`src/lmzp_defs.svh`:
```
/*
 * Constants for the mode-register, impedance calibration and power-down block.
 * Assumes inclusion by the package and the design modules of this block.
 */
`ifndef LMZP_DEFS_SVH
`define LMZP_DEFS_SVH

`define LMZP_CLK_PERIOD_NS 10
`define LMZP_CA_W 10
`define LMZP_DQ_W 32
`define LMZP_PAT_A_ADDR 8'h20
`define LMZP_PAT_B_ADDR 8'h28
`define LMZP_PAT_A 4'h5
`define LMZP_PAT_B 4'hC
`define LMZP_RESET_ADDR 8'h3F
`define LMZP_RESET_DATA 8'hFC
`define LMZP_CAL_ADDR 8'h0A
`define LMZP_ZQ_INIT 8'hFF
`define LMZP_ZQ_LONG 8'hAB
`define LMZP_ZQ_SHORT 8'h56
`define LMZP_ZQ_RESET 8'hC3
`define LMZP_ROREG_LO 8'h04
`define LMZP_ROREG_HI 8'h08
`define LMZP_NUM_REGS 64
`define LMZP_MRR_CYC 2
`define LMZP_MRW_CYC 5
`define LMZP_INIT_CYC 100
`define LMZP_IMPEDANCE_CAL_INIT_CYC 100
`define LMZP_IMPEDANCE_CAL_LONG_CYC 36
`define LMZP_IMPEDANCE_CAL_SHORT_CYC 9
`define LMZP_ZQRST_CYC 5
`define LMZP_CKE_CYC 3
`define LMZP_XP_CYC 3
`define LMZP_RL_CYC 3
`define LMZP_BURST 4

`endif

```
`src/lmzp_pkg.sv`:
```
/*
 * Types for the mode-register, calibration and power-down block.
 * Assumes lmzp_defs.svh is available.
 */
`include "lmzp_defs.svh"

package lmzp_pkg;

	typedef enum logic [2:0] {
		LMZP_IDLE = 3'b000,
		LMZP_MRR = 3'b001,
		LMZP_MRW = 3'b011,
		LMZP_INIT = 3'b010,
		LMZP_ZQ = 3'b110,
		LMZP_PD = 3'b111,
		LMZP_XP = 3'b101
	} lmzp_state_t;

	typedef struct packed {
		logic cs_n;
		logic cke;
		logic [`LMZP_CA_W-1:0] ca_rise;
		logic [`LMZP_CA_W-1:0] ca_fall;
	} lmzp_cmd_t;

	typedef struct packed {
		logic in_pd;
		logic active_pd;
		logic busy;
		logic zq_pin_en;
		logic zq_done;
	} lmzp_stat_t;

endpackage : lmzp_pkg

```
`src/lmzp_mreg_mem.sv`:
```
/*
 * Small mode-register store with registered read data.
 * Assumes one clock domain; a clear writes every entry to its default.
 */
`timescale 1ns/1ns
`include "lmzp_defs.svh"

module lmzp_mreg_mem #(
	parameter int DEPTH = `LMZP_NUM_REGS,
	parameter int AW = 6
) (
	input wire logic clk,
	input wire logic rst_n,
	input wire logic en,
	input wire logic clr,
	input wire logic we,
	input wire logic [AW-1:0] waddr,
	input wire logic [7:0] wdata,
	input wire logic [AW-1:0] raddr,
	output logic [7:0] rdata
);

	logic [7:0] mem_q [DEPTH];

	genvar gi;
	generate
		for (gi = 0; gi < DEPTH; gi++)
		begin : g_ent
			always_ff @(posedge clk or negedge rst_n)
			begin
				if (!rst_n)
					mem_q[gi] <= 8'h00;
				else if (en && clr)
					mem_q[gi] <= 8'h00;
				else if (en && we && waddr == AW'(gi))
					mem_q[gi] <= wdata;
			end
		end
	endgenerate

	always_ff @(posedge clk or negedge rst_n)
	begin
		if (!rst_n)
			rdata <= 8'h00;
		else if (en)
			rdata <= mem_q[raddr];
	end

endmodule : lmzp_mreg_mem

```
`src/lmzp_core.sv`:
```
/*
 * Device-side command decode for mode-register read/write, reset,
 * impedance calibration and power-down of a low-power DRAM.
 * Assumes command pins already registered on clk by the pad logic and a
 * controller that keeps the no-operation and timing duties it owns.
 */
`timescale 1ns/1ns
`include "lmzp_defs.svh"

module lmzp_core #(
	parameter int DQ_W = `LMZP_DQ_W,
	parameter int MRR_CYC = `LMZP_MRR_CYC,
	parameter int MRW_CYC = `LMZP_MRW_CYC,
	parameter int INIT_CYC = `LMZP_INIT_CYC,
	parameter int IMPEDANCE_CAL_INIT_CYC = `LMZP_IMPEDANCE_CAL_INIT_CYC,
	parameter int IMPEDANCE_CAL_LONG_CYC = `LMZP_IMPEDANCE_CAL_LONG_CYC,
	parameter int IMPEDANCE_CAL_SHORT_CYC = `LMZP_IMPEDANCE_CAL_SHORT_CYC,
	parameter int ZQRST_CYC = `LMZP_ZQRST_CYC,
	parameter int CKE_CYC = `LMZP_CKE_CYC,
	parameter int XP_CYC = `LMZP_XP_CYC
) (
	input wire logic clk,
	input wire logic rst_n,
	input wire logic clk_en,
	input wire lmzp_pkg::lmzp_cmd_t cmd,
	input wire logic any_bank_open,
	input wire logic zq_strap_vdd,
	output logic [DQ_W-1:0] dq_out,
	output logic dq_oe,
	output logic [`LMZP_BURST-1:0] pat_beats,
	output logic refresh_allow,
	output logic in_buf_en,
	output lmzp_pkg::lmzp_stat_t stat
);

	localparam int CW = 16;

	// ****************************************************************
	// Command decode
	// ****************************************************************
	lmzp_pkg::lmzp_state_t state_q;
	logic [CW-1:0] cnt_q;
	logic [7:0] ma;
	logic [7:0] op;
	logic is_mrr;
	logic is_mrw;
	logic cmd_ok;
	logic ro_reg;
	logic is_pat;
	logic zq_cmd;
	logic strap_meta_q;
	logic strap_q;

	assign cmd_ok = (state_q == lmzp_pkg::LMZP_IDLE) && cmd.cke;
	assign is_mrr = cmd_ok && !cmd.cs_n && cmd.ca_rise[3:0] == 4'h8;
	assign is_mrw = cmd_ok && !cmd.cs_n && cmd.ca_rise[3:0] == 4'h0;
	assign ma = {cmd.ca_rise[9:4], cmd.ca_fall[1:0]};
	assign op = cmd.ca_fall[9:2];
	assign ro_reg = (ma >= `LMZP_ROREG_LO && ma <= `LMZP_ROREG_HI) || ma == `LMZP_PAT_A_ADDR
		|| ma == `LMZP_PAT_B_ADDR;
	assign is_pat = ma == `LMZP_PAT_A_ADDR || ma == `LMZP_PAT_B_ADDR;
	assign zq_cmd = is_mrw && ma == `LMZP_CAL_ADDR && !strap_q;

	// Strap pin passes two flops; only the second one is read
	always_ff @(posedge clk or negedge rst_n)
	begin
		if (!rst_n)
		begin
			strap_meta_q <= 1'b0;
			strap_q <= 1'b0;
		end
		else if (clk_en)
		begin
			strap_meta_q <= zq_strap_vdd;
			strap_q <= strap_meta_q;
		end
	end

	// ****************************************************************
	// Mode-register store
	// ****************************************************************
	logic [7:0] rdata;
	logic mem_clr;
	logic [5:0] raddr_q;

	assign mem_clr = is_mrw && ma == `LMZP_RESET_ADDR && op == `LMZP_RESET_DATA;

	// Read address held so the first beat shows the addressed register
	always_ff @(posedge clk or negedge rst_n)
	begin
		if (!rst_n)
			raddr_q <= 6'h00;
		else if (clk_en && is_mrr)
			raddr_q <= ma[5:0];
	end

	lmzp_mreg_mem #(
		.DEPTH(`LMZP_NUM_REGS),
		.AW(6)
	) u_mem (
		.clk(clk),
		.rst_n(rst_n),
		.en(clk_en),
		.clr(mem_clr),
		.we(is_mrw && !ro_reg && !mem_clr),
		.waddr(ma[5:0]),
		.wdata(op),
		.raddr(raddr_q),
		.rdata(rdata)
	);

	// ****************************************************************
	// State and period counter
	// ****************************************************************
	logic [CW-1:0] zq_len;

	always_comb
	begin
		zq_len = CW'(ZQRST_CYC);
		unique case (op)
			`LMZP_ZQ_INIT: zq_len = CW'(IMPEDANCE_CAL_INIT_CYC);
			`LMZP_ZQ_LONG: zq_len = CW'(IMPEDANCE_CAL_LONG_CYC);
			`LMZP_ZQ_SHORT: zq_len = CW'(IMPEDANCE_CAL_SHORT_CYC);
			default: zq_len = CW'(ZQRST_CYC);
		endcase
	end

	always_ff @(posedge clk or negedge rst_n)
	begin
		if (!rst_n)
		begin
			state_q <= lmzp_pkg::LMZP_IDLE;
			cnt_q <= '0;
		end
		else if (clk_en)
		begin
			unique case (state_q)
				lmzp_pkg::LMZP_IDLE:
				begin
					if (!cmd.cke && cmd.cs_n)
					begin
						state_q <= lmzp_pkg::LMZP_PD;
						cnt_q <= '0;
					end
					else if (is_mrr)
					begin
						state_q <= lmzp_pkg::LMZP_MRR;
						cnt_q <= CW'(`LMZP_RL_CYC + `LMZP_BURST);
					end
					else if (mem_clr)
					begin
						state_q <= lmzp_pkg::LMZP_INIT;
						cnt_q <= CW'(INIT_CYC);
					end
					else if (zq_cmd && op != `LMZP_ZQ_RESET)
					begin
						state_q <= lmzp_pkg::LMZP_ZQ;
						cnt_q <= zq_len;
					end
					else if (is_mrw)
					begin
						state_q <= lmzp_pkg::LMZP_MRW;
						cnt_q <= CW'(MRW_CYC);
					end
				end
				lmzp_pkg::LMZP_MRR, lmzp_pkg::LMZP_MRW, lmzp_pkg::LMZP_INIT,
				lmzp_pkg::LMZP_ZQ, lmzp_pkg::LMZP_XP:
				begin
					if (cnt_q <= CW'(1))
						state_q <= lmzp_pkg::LMZP_IDLE;
					cnt_q <= cnt_q - CW'(1);
				end
				lmzp_pkg::LMZP_PD:
				begin
					if (cnt_q < CW'(CKE_CYC))
						cnt_q <= cnt_q + CW'(1);
					if (cmd.cke && cnt_q >= CW'(CKE_CYC - 1))
					begin
						state_q <= lmzp_pkg::LMZP_XP;
						cnt_q <= CW'(XP_CYC);
					end
				end
				default:
					state_q <= lmzp_pkg::LMZP_IDLE;
			endcase
		end
	end

	// ****************************************************************
	// Read burst and calibration pattern
	// ****************************************************************
	logic [3:0] beats_q;
	logic pat_q;
	logic [1:0] beat_q;
	logic [DQ_W-1:0] dq_d;

	always_ff @(posedge clk or negedge rst_n)
	begin
		if (!rst_n)
		begin
			beats_q <= 4'h0;
			pat_q <= 1'b0;
			beat_q <= 2'h0;
		end
		else if (clk_en && is_mrr)
		begin
			pat_q <= is_pat;
			beats_q <= (ma == `LMZP_PAT_A_ADDR) ? `LMZP_PAT_A : `LMZP_PAT_B;
			beat_q <= 2'h0;
		end
		else if (clk_en && state_q == lmzp_pkg::LMZP_MRR && cnt_q <= CW'(`LMZP_BURST))
			beat_q <= beat_q + 2'h1;
	end

	always_comb
	begin
		dq_d = '0;
		if (pat_q)
			dq_d = {DQ_W{beats_q[beat_q]}};
		else if (beat_q == 2'h0)
			dq_d[7:0] = rdata;
	end

	always_ff @(posedge clk or negedge rst_n)
	begin
		if (!rst_n)
		begin
			dq_out <= '0;
			dq_oe <= 1'b0;
			pat_beats <= 4'h0;
		end
		else if (clk_en)
		begin
			dq_oe <= state_q == lmzp_pkg::LMZP_MRR && cnt_q <= CW'(`LMZP_BURST);
			dq_out <= dq_d;
			pat_beats <= beats_q;
		end
	end

	// ****************************************************************
	// Status, buffers and calibration pin
	// ****************************************************************
	always_ff @(posedge clk or negedge rst_n)
	begin
		if (!rst_n)
		begin
			stat <= '0;
			refresh_allow <= 1'b1;
			in_buf_en <= 1'b1;
		end
		else if (clk_en)
		begin
			stat.in_pd <= state_q == lmzp_pkg::LMZP_PD;
			if (state_q == lmzp_pkg::LMZP_IDLE && !cmd.cke && cmd.cs_n)
				stat.active_pd <= any_bank_open;
			stat.busy <= state_q != lmzp_pkg::LMZP_IDLE;
			stat.zq_pin_en <= state_q == lmzp_pkg::LMZP_ZQ;
			stat.zq_done <= state_q == lmzp_pkg::LMZP_ZQ && cnt_q <= CW'(1);
			refresh_allow <= state_q != lmzp_pkg::LMZP_PD;
			in_buf_en <= state_q != lmzp_pkg::LMZP_PD;
		end
	end

endmodule : lmzp_core

```
`config.mk`:
```
export PLATFORM = sky130hd
export DESIGN_NAME = lmzp_core
export DESIGN_NICKNAME = d
export VERILOG_FILES = /design/src/lmzp_pkg.sv /design/src/lmzp_mreg_mem.sv /design/src/lmzp_core.sv
export VERILOG_INCLUDE_DIRS = /design/src
export SDC_FILE = /design/constraint.sdc
export NUM_CORES = 1
export LEC_CHECK = 0
export BUFFER_PORTS_ARGS = -buffer_cell sky130_fd_sc_hd__buf_2
export CAP_MARGIN = 20
export CELL_PAD_IN_SITES_DETAIL_PLACEMENT = 1
export CELL_PAD_IN_SITES_GLOBAL_PLACEMENT = 1
export CORE_ASPECT_RATIO = 1.1
export CORE_MARGIN = 2
export CORE_UTILIZATION = 30
export DETAILED_ROUTE_END_ITERATION = 8
export PLACE_DENSITY = 0.56
export SYNTH_ARGS = -nofsm -noshare
export SYNTH_HDL_FRONTEND = slang
export SYNTH_SLANG_ARGS = --single-unit
```
`constraint.sdc`:
```
create_clock -name clk -period 3 [get_ports clk]
set_input_delay 0.6 -clock clk [delete_from_list [all_inputs] [get_ports clk]]
set_output_delay 0.6 -clock clk [all_outputs]
set_load 0.01 [all_outputs]
```
Word level (Yosys, flattened, before mapping)
Index checks and enable logic that the tools add are counted.
W data, S select, Z words.
- bits of input ports: 27
- latch bits: 0
- memories kept: 0
- register bits after elaboration: 597
- output and inout port bits: 44
- bits in writable memories: 0
- logic and storage cells: 504
- memory bits (read-only): 0
- equality and inequality tests: 84
- reduce and logical (&&, ||, !) cells: 170
- muxes and demuxes: 156
- multiply operators: 0
- bitwise logic cells: 1
- $add $sub $neg: 3
- divide/modulo/power cells: 0
- order comparisons: 8
- shift operators: 0
- operator list (cell ; number):
    $mux W8 ; 132
    $eq A6 B6 Y1 const B ; 32
    $reduce_bool A2 Y1 ; 65
    $mux W16 ; 7
    $eq A6 B5 Y1 const B ; 16
    $logic_and A1 B1 Y1 ; 87
    $bmux W8 S6 ; 1
    $eq A6 B4 Y1 const B ; 8
    $pmux W16 S3 ; 1
    $eq A6 B3 Y1 const B ; 4
    $eq A8 B6 Y1 const B ; 3
    $eq A8 B8 Y1 const B ; 3
    $mux W24 ; 1
    $mux W3 ; 7
    $pmux W7 S3 ; 1
    $add A16 B1 Y16 const B ; 1
    $ge A16 B2 Y1 const B ; 1
    $le A16 B1 Y1 const B ; 1
    $le A16 B3 Y1 const B ; 1
    $lt A16 B2 Y1 const B ; 1
    $sub A16 B1 Y16 const B ; 1
    $eq A6 B2 Y1 const B ; 2
    $eq A3 B3 Y1 const B ; 3
    $pmux W3 S3 ; 1
    30 further kinds ; 42

Depth between registers and ports, before layout
Gate-level depths: netlist of run 1.
- depth in word-level cells: 12
- gate-level depth with buffers: 9
- gate-level depth less buffers: 7

Cells and area by module
Synthesis of run 1 repeated with hierarchy kept, for this count alone.
- cells, all modules: 2893
- area, all modules: 28951.5 um2
- by module, submodules not included (module ; seq. area each (um2) ; cells each ; area each (um2) ; times used):
    lmzp_mreg_mem ; 13012.5 ; 2512 ; 25682.1 ; 1
    lmzp_core ; 1302.5 ; 381 ; 3269.4 ; 1

Least setup slack after synthesis of run 1
Ideal clock, no wire load.
- path kind: input-to-reg
- from: in cmd[18] (netlist bit)
- to: reg u_mem.mem_q[424] (netlist bit)
- path slack: 0.295 ns
- stages: 8
- library setup time: 0.080 ns
- arrival: 2.624 ns
- required time: 2.920 ns
- buffers on the path: 3
- cells stage by stage: or4_1 -> or4_1 -> clkbuf_1 -> and4_1 -> buf_2 -> buf_2 -> nand2_2 -> mux2i_1
- longest elaborated chain between the ends: 10
- elaborated cells on any way between the ends: 19
- classes of those cells: 2 x order compare; 3 x eq/ne; 1 x mux; 13 x reduce/logical
- ends and longest elaborated chain (item ; line ; source):
    from (decl) ; lmzp_core.sv:25 ; input wire lmzp_pkg::lmzp_cmd_t cmd,
    $ge A8 B3 Y1 (no line) / $le A8 B4 Y1 (equally long branches) ; n/a ;
    $logic_and A1 B1 Y1 (no line) ; n/a ;
    $logic_or A1 B1 Y1 (no line) (2 in series) ; n/a ;
    $logic_not A1 Y1 ; lmzp_core.sv:105 ; .we(is_mrw && !ro_reg && !mem_clr),
    $logic_and A1 B1 Y1 (2 in series) ; lmzp_core.sv:105 ;
    $logic_and A1 B1 Y1 (2 in series) ; lmzp_mreg_mem.sv:35 ; else if (en && we && waddr == AW'(gi))
    $reduce_bool A2 Y1 (no line) ; n/a ;
    to (signal, indexed assignment) ; lmzp_mreg_mem.sv:36 ; mem_q[gi] <= wdata;
    to (decl) ; lmzp_mreg_mem.sv:23 ; logic [7:0] mem_q [DEPTH];
Parallel ways exist; a longest one is shown, timed or not.
A chain may end at the register's enable or synchronous reset.

Worst setup path in the final report of run 1
- from: reg cnt_q[9]
- to: reg cnt_q[1]
- longest elaborated chain between the ends: 4
- elaborated cells on any way between the ends: 7
- classes of those cells: 2 x order compare; 1 x eq/ne; 2 x mux; 2 x reduce/logical
- ends and longest elaborated chain (item ; line ; source):
    from (decl) ; lmzp_core.sv:42 ; logic [CW-1:0] cnt_q;
    from (signal assigned) ; lmzp_core.sv:148 ; cnt_q <= CW'(`LMZP_RL_CYC + `LMZP_BURST);
    from (signal assigned) ; lmzp_core.sv:153 ; cnt_q <= CW'(INIT_CYC);
    from (signal assigned) ; lmzp_core.sv:158 ; cnt_q <= zq_len;
    $ge A16 B2 Y1 ; lmzp_core.sv:177 ; if (cmd.cke && cnt_q >= CW'(CKE_CYC - 1))
    $logic_and A1 B1 Y1 ; lmzp_core.sv:177 ;
    $ne A3 B3 Y1 (no line) / $mux W16 (equally long branches) ; n/a ;
    $reduce_and A4 Y1 (no line) / $pmux W16 S3 (equally long branches) ; n/a ;
Parallel ways exist; a longest one is shown, timed or not.

==> flow_metrics.py, run 1 <==
metrics = {
    "run_status": {
        "outcome": "finished, final reports clean",
    },
    "sta": {
        "hold_viol": 0,
        "fin_skew_ns": 0.0240,
        "post-route-period-util_pct": 90.6,
        "clock.fmax_mhz": 368,
        "tightest_slew_ns": 1.10,
        "rsz0062_at_grt": "false",
        "drv_slew": 0,
        "slew_headroom_pct": 26.0,
        "fin_crit_ns": 2.72,
        "setup_slack_ns": 0.281,
        "setup_viol": 0,
    },
    "finish": {
        "n_antenna_cell": 0,
        "nNetsFinal": 2614,
        "drive_above_1_share_pct": 20.9,
        "instances_no_fill": 3814,
        "fin_area_um2": 32800,
        "num-fill-cells": 9908,
        "area_delta_synth_final_pct": 20.2,
        "final_core_util_pct": 36.2,
    },
    "clock_tree": {
        "clock_path_buffers": 3,
        "holdBufCountCts": 1,
        "clkLatencyLatePin_ns": 0.63,
        "cts_buffers": 68,
        "tritoncts": "done",
        "htree_levels": 3,
        "clock_sinks": 572,
        "cts.repair.resized": 0,
        "post_cts_buffers": 0,
        "clk_pin_slew_ns": 0.06,
        "clockRootBuffer": "clkbuf_16",
    },
    "route": {
        "wl_um": 89900,
        "wl_per_cell_um": 23.6,
        "drc": 0,
        "firstDrtPassIters": 5,
        "vias": 20900,
        "drtIter0Drc": 1359,
        "vias_per_cell": 5.49,
        "antenna_left": 0,
    },
    "setup_path": {
        "slowest_stage": "or4_1",
        "cp.arrival_ns": 3.22,
        "critPathLaunchType": "flip-flop",
        "r2r_start": "cnt_q[9]",
        "crit_start": "cnt_q[9]",
        "critical_path.top_delay_family": "simple AND/OR/NAND/NOR gates",
        "critPathKind": "reg2reg",
        "critical_path_buf_inv_count": 0,
        "slowest_delay_ns": 0.68,
        "path_max_fanout": 12,
        "critPathRequiredTime_ns": 3.50,
        "crit_chain": "or4_1 > or4_4 > o311a_4 > nor2_4 > mux2_2",
        "cp-end-kind": "flip-flop",
    },
    "power": {
        "power_density_nw_per_um2": 604,
        "leakagePower_nw": 14.4,
        "design_power_total_mw": 19.8,
        "peakVddDrop_mv": 0.413,
    },
    "synthesis": {
        "syn_inst": 2540,
        "ys_ff_latch": 572,
        "synth_largest_area_cell": "dfrtp_1",
        "syn_nets": 2572,
        "yosysWarnings": 0,
        "synth_commonest_cells": "571 x dfrtp_1, 428 x o21ai_0, 406 x nand3_1",
        "synth_edf_count": 0,
        "yosysSeqAreaShare_pct": 52.5,
        "synth_cell_type_count": 74,
        "ys.flop_type": "dfrtp_1",
        "syn-cell-area_um2": 27300,
        "yosysMostFrequentCell": "dfrtp_1",
        "synthArstFlopShare_pct": 100,
        "synth_top_area_share_pct": 52.4,
        "synthTopCellsByArea": "dfrtp_1 52%, mux4_2 9.9%, o21ai_0 7.9%, nand3_1 7.4%, mux2i_1 4.4%",
        "synth.avg_cell_area_um2": 10.7,
    },
    "die": {
        "die_x_um": 291,
        "pin_count": 71,
        "start_util_pct": 30.1,
        "rows": 116,
        "core_um2": 90600,
        "dieArea_um2": 93300,
        "fp.dieH_um": 320,
    },
    "place": {
        "gp_congestion": 0.852,
        "port_buffers": 69,
        "placed_area_um2": 30400,
        "placed_cells": 3691,
        "place_ws_ns": -0.00625,
        "dpl.hpwl_um": 60300,
    },
    "global_routing": {
        "grt_pass1_wl_um": 141000,
        "overflow": 0,
        "grt_antenna_before_repair": 0,
        "grt_usage_pct": 19.4,
        "grt_pass1_vias": 22600,
        "grt_max_degree": 71,
    },
    "min_path": {
        "hold_path_class": "in2reg",
        "hp-start": "zq_strap_vdd",
    },
    "run": {
        "timing.max_cap.violations": 0,
    },
}
final cells by class:
cell class	count	area, um^2	area share, %
flip-flops and latches	572	14300	43.7
multi-input cells	1661	11700	35.7
repair buffers	247	2850	8.68
clock buffers	100	2050	6.24
well taps	1180	1480	4.51
clock inverters	22	270	0.825
inverters	32	120	0.367
state kept, by name, summed over array words and instances, names as in the netlist:
register      cells
dq_out            9
state_q           3
dq_oe             1
strap_meta_q      1
beats_q           3
stat              5
beat_q            2
in_buf_en         1
u_mem.rdata       8
strap_q           1
raddr_q           6
pat_beats         3
cnt_q            16
pat_q             1
u_mem.mem_q     512
placed cells by master (no fill, tap or decap), drive strengths merged, types with 13 or more instances in the layout:
cell type,Yosys,layout
a21oi,36,36
nor3,27,27
buf,73,246
o21ai,430,430
nor4,15,15
nand2b,13,13
nor2,65,65
inv,30,34
nand4,57,57
nand2,143,143
clkbuf,202,100
o211ai,29,29
mux2i,121,121
nand3,406,406
a22oi,17,17
dfrtp,571,571
mux4,120,120
clkinv,2,13
mux2,25,25
o22ai,24,24
stage by stage:
step	TNS, ns	hold slack (ns)
final	0	0.229
after global routing	0	0.212
after CTS	0	0.184
after detailed placement	-0.00625	0.487
after global placement	0	0.469
after floorplan	0	0.304
kinds of logic (layout without fill, tap and decap cells):
family                     after synthesis  count (layout)  share of synthesized area (%)
other                                    1               1                         0.0137
DFF                                    572             572                           52.5
and+or+nand+nor                        778             778                           14.4
muxes                                  266             266                           15.4
xor gates and xnor gates                 3               3                         0.0964
AOI/OAI and AO/OA                      608             608                           12.6
buffers and inverters                  307             401                           4.74
adders and majority gates                5               5                          0.229
worst paths after layout:
kind | endpoint | slack, ns | depth (start not counted)
worst min-delay path | strap_meta_q | 0.23 | 2
max in group asynchronous | cnt_q[8] | 1.61 | 3
worst min register to register | u_mem.mem_q[348] | 0.49 | 2
worst max-delay path | cnt_q[1] | 0.28 | 5
worst max register to register | cnt_q[1] | 0.28 | 5
min in group asynchronous | u_mem.mem_q[151] | 0.57 | 2
power by group:
group / switching (mW) / leakage, nW / total [mW] / internal (mW)
clock network: 3.36 / 1.14 / 8.53 / 5.17
logic: 1.88 / 5.35 / 3.03 / 1.15
registers: 0.305 / 7.93 / 8.23 / 7.93
routing by layer:
layer  GRT usage [%]  vias up  wire length [um]  part of all wire, %
li1                -     9452                 -                    -
met1            25.2    11000             39700                   44
met2            33.5      331             45300                   50
met3            2.11      126              2460                  2.7
met4            6.88        0              2570                  2.9
met5               0        -                 0                    0
(Power assumes the default switching activity.)
==> inputs of run 2 (changes only) <==
--- a/config.mk
+++ b/config.mk
@@ -14,7 +14,9 @@
 export CORE_MARGIN = 2
 export CORE_UTILIZATION = 30
 export DETAILED_ROUTE_END_ITERATION = 8
-export PLACE_DENSITY = 0.56
+export GPL_TIMING_DRIVEN = 0
+export PLACE_DENSITY_LB_ADDON = 0.25
+export SETUP_SLACK_MARGIN = 0.4
 export SYNTH_ARGS = -nofsm -noshare
 export SYNTH_HDL_FRONTEND = slang
 export SYNTH_SLANG_ARGS = --single-unit
==> run 2 against run 1 <==
Against the previous run:
- total power grew 5.5%
- clock power grew 5.3%
- global-route usage grew 6.0 points
- cell count grew 5.9%
- final area grew 3.0%
- worst hold slack lost 0.010 ns
- worst setup slack gained 0.092 ns
- die area is the same
- flip-flop and latch count is the same
- first-iteration DRC count grew 53%
- critical path depth grew 2
==> flow_metrics.py, run 2 (same netlist as run 1, synthesis figures left out) <==
metrics = {
    "setup_path": {
        "crit_chain": "buf_4 > clkbuf_4 > clkbuf_4 > mux4_2 > a22oi_1 > a31o_2 > nand3_1",
        "critPathRequiredTime_ns": 3.48,
        "crit_start": "raddr_q[2]",
        "r2r_slack_ns": 0.37,
        "cp_common_cell": "clkbuf_4",
        "reg2regPathDepth": 7,
        "critical_path.top_delay_family": "buffers and inverters",
        "r2r_start": "raddr_q[2]",
        "cp.arrival_ns": 3.10,
        "critical_path_buf_inv_count": 3,
        "cp-end-kind": "flip-flop",
        "critPathKind": "reg2reg",
        "critPathLaunchType": "flip-flop",
        "rr_endpoint": "u_mem.rdata[1]",
        "slowest_delay_ns": 0.43,
        "slowest_stage": "a22oi_1",
        "path_max_fanout": 10,
    },
    "global_routing": {
        "grt_pass1_vias": 24900,
        "grt_pass1_wl_um": 174000,
        "grt_max_degree": 119,
        "grt_antenna_before_repair": 2,
        "overflow": 0,
        "grt_usage_pct": 25.4,
    },
    "place": {
        "port_buffers": 69,
        "placed_cells": 3811,
        "dpl.hpwl_um": 86000,
        "place_ws_ns": -1.85,
        "placed_area_um2": 29600,
        "gp_congestion": 0.960,
    },
    "min_path": {
        "hold_depth": 2,
        "hp-start": "zq_strap_vdd",
        "hold_path_class": "in2reg",
        "min_to": "strap_meta_q",
    },
    "route": {
        "wl_per_cell_um": 29.8,
        "wl_um": 120000,
        "firstDrtPassIters": 5,
        "drtIter0Drc": 2081,
        "antenna_left": 0,
        "drc": 0,
        "vias_per_cell": 5.86,
        "vias": 23700,
    },
    "die": {
        "core_um2": 90600,
        "start_util_pct": 30.1,
        "die_x_um": 291,
        "dieArea_um2": 93300,
        "rows": 116,
        "fp.dieH_um": 320,
        "pin_count": 71,
    },
    "finish": {
        "largest_reg_flops": 512,
        "fin_area_um2": 33800,
        "area_delta_synth_final_pct": 23.7,
        "nNetsFinal": 2842,
        "layout_common_cells": "568 x dfrtp_1, 425 x o21ai_0, 405 x nand3_1",
        "layout_commonest_cell": "dfrtp_1",
        "regMostFlops": "u_mem.mem_q",
        "reg_top3": "u_mem.mem_q (512), cnt_q (16), dq_out (9)",
        "drive_above_1_share_pct": 26.8,
        "instances_no_fill": 4040,
    },
    "run_status": {
        "outcome": "finished, final reports clean",
    },
    "sta": {
        "post-route-period-util_pct": 87.6,
        "fin_skew_ns": 0.0273,
        "setup_tns_ns": 0,
        "rsz0062_at_grt": "true",
        "drv_slew": 0,
        "setup_slack_ns": 0.372,
        "tightest_slew_ns": 1.18,
        "clock.fmax_mhz": 381,
        "setup_viol": 0,
        "hold_viol": 0,
        "slew_headroom_pct": 21.5,
        "fin_crit_ns": 2.63,
    },
    "power": {
        "leakagePower_nw": 14.9,
        "design_power_total_mw": 20.9,
        "peakVddDrop_mv": 0.371,
        "power_density_nw_per_um2": 618,
    },
    "clock_tree": {
        "clockRootBuffer": "clkbuf_16",
        "clock_path_buffers": 3,
        "clkLatencyLatePin_ns": 0.64,
        "tritoncts": "done",
        "clk_pin_slew_ns": 0.06,
        "htree_levels": 3,
        "clock_sinks": 572,
        "cts_buffers": 70,
    },
    "run": {
        "timing.max_cap.violations": 0,
    },
}
==> run 2: metrics by stage <==
stage / hold WS [ns] / util (%)
2_1_floorplan: 0.304 / -
3_3_place_gp: 0.476 / 32.3
3_5_place_dp: 0.482 / 32.7
4_1_cts: 0.199 / 36.7
5_1_grt: 0.212 / 37.3
6_report: 0.219 / 37.3
==> run 2: worst max-delay path by stage <==
stage	end	slack (ns)	cells past startpoint
floorplan	state_q[0]	0.37	6
global placement	cnt_q[5]	-10.60	1
detailed placement	u_mem.mem_q[263]	-1.85	9
CTS	beat_q[1]	0.34	7
global route	state_q[0]	0.33	7
finish	u_mem.rdata[1]	0.37	7
==> run 2: cell type report <==
cell class	count	area (um^2)
Buffer	275	1700
Sequential cell	572	14300
Inverter	32	120
Antenna cell	1	2.50
Clock buffer	98	2070
Timing Repair Buffer	198	1560
Multi-Input combinational cell	1661	12200
Tap cell	1180	1480
Clock inverter	23	325
Fill cell	10000	56800
==> run 2: what timing repair did <==
item | 4_1_cts | 5_1_grt
setup buffers | 81 | 23
hold buffers | 1 | 0
resized for setup | 258 | 138
pin swaps | 43 | 10
setup endpoints to repair | 541 | 427
cloned | 0 | 2
endpoints found under the hold margin | 39 | 0
==> run 2: worst register-to-register path, cell delays in order, from the launching register on <==
cell and delay (ns):
dfrtp_1 0.35, buf_4 0.24, clkbuf_4 0.32, clkbuf_4 0.39, mux4_2 0.38, a22oi_1 0.43
a31o_2 0.28, nand3_1 0.09
==> run 2: per-layer routing <==
metal	vias up	GRT usage, %	share of wire [%]
met5	-	0	0
met4	0	14.1	6.1
met3	300	3.64	5.6
met2	847	42.2	48
met1	12600	31.7	40
li1	9939	-	-
==> run 2: report_power, final <==
group	leakage, nW	switching [mW]	internal, mW	total, mW
combinational	5.78	2.40	1.37	3.77
clock	1.18	3.57	5.41	8.98
sequential	7.93	0.195	7.93	8.12
total	14.9	6.16	14.7	20.9
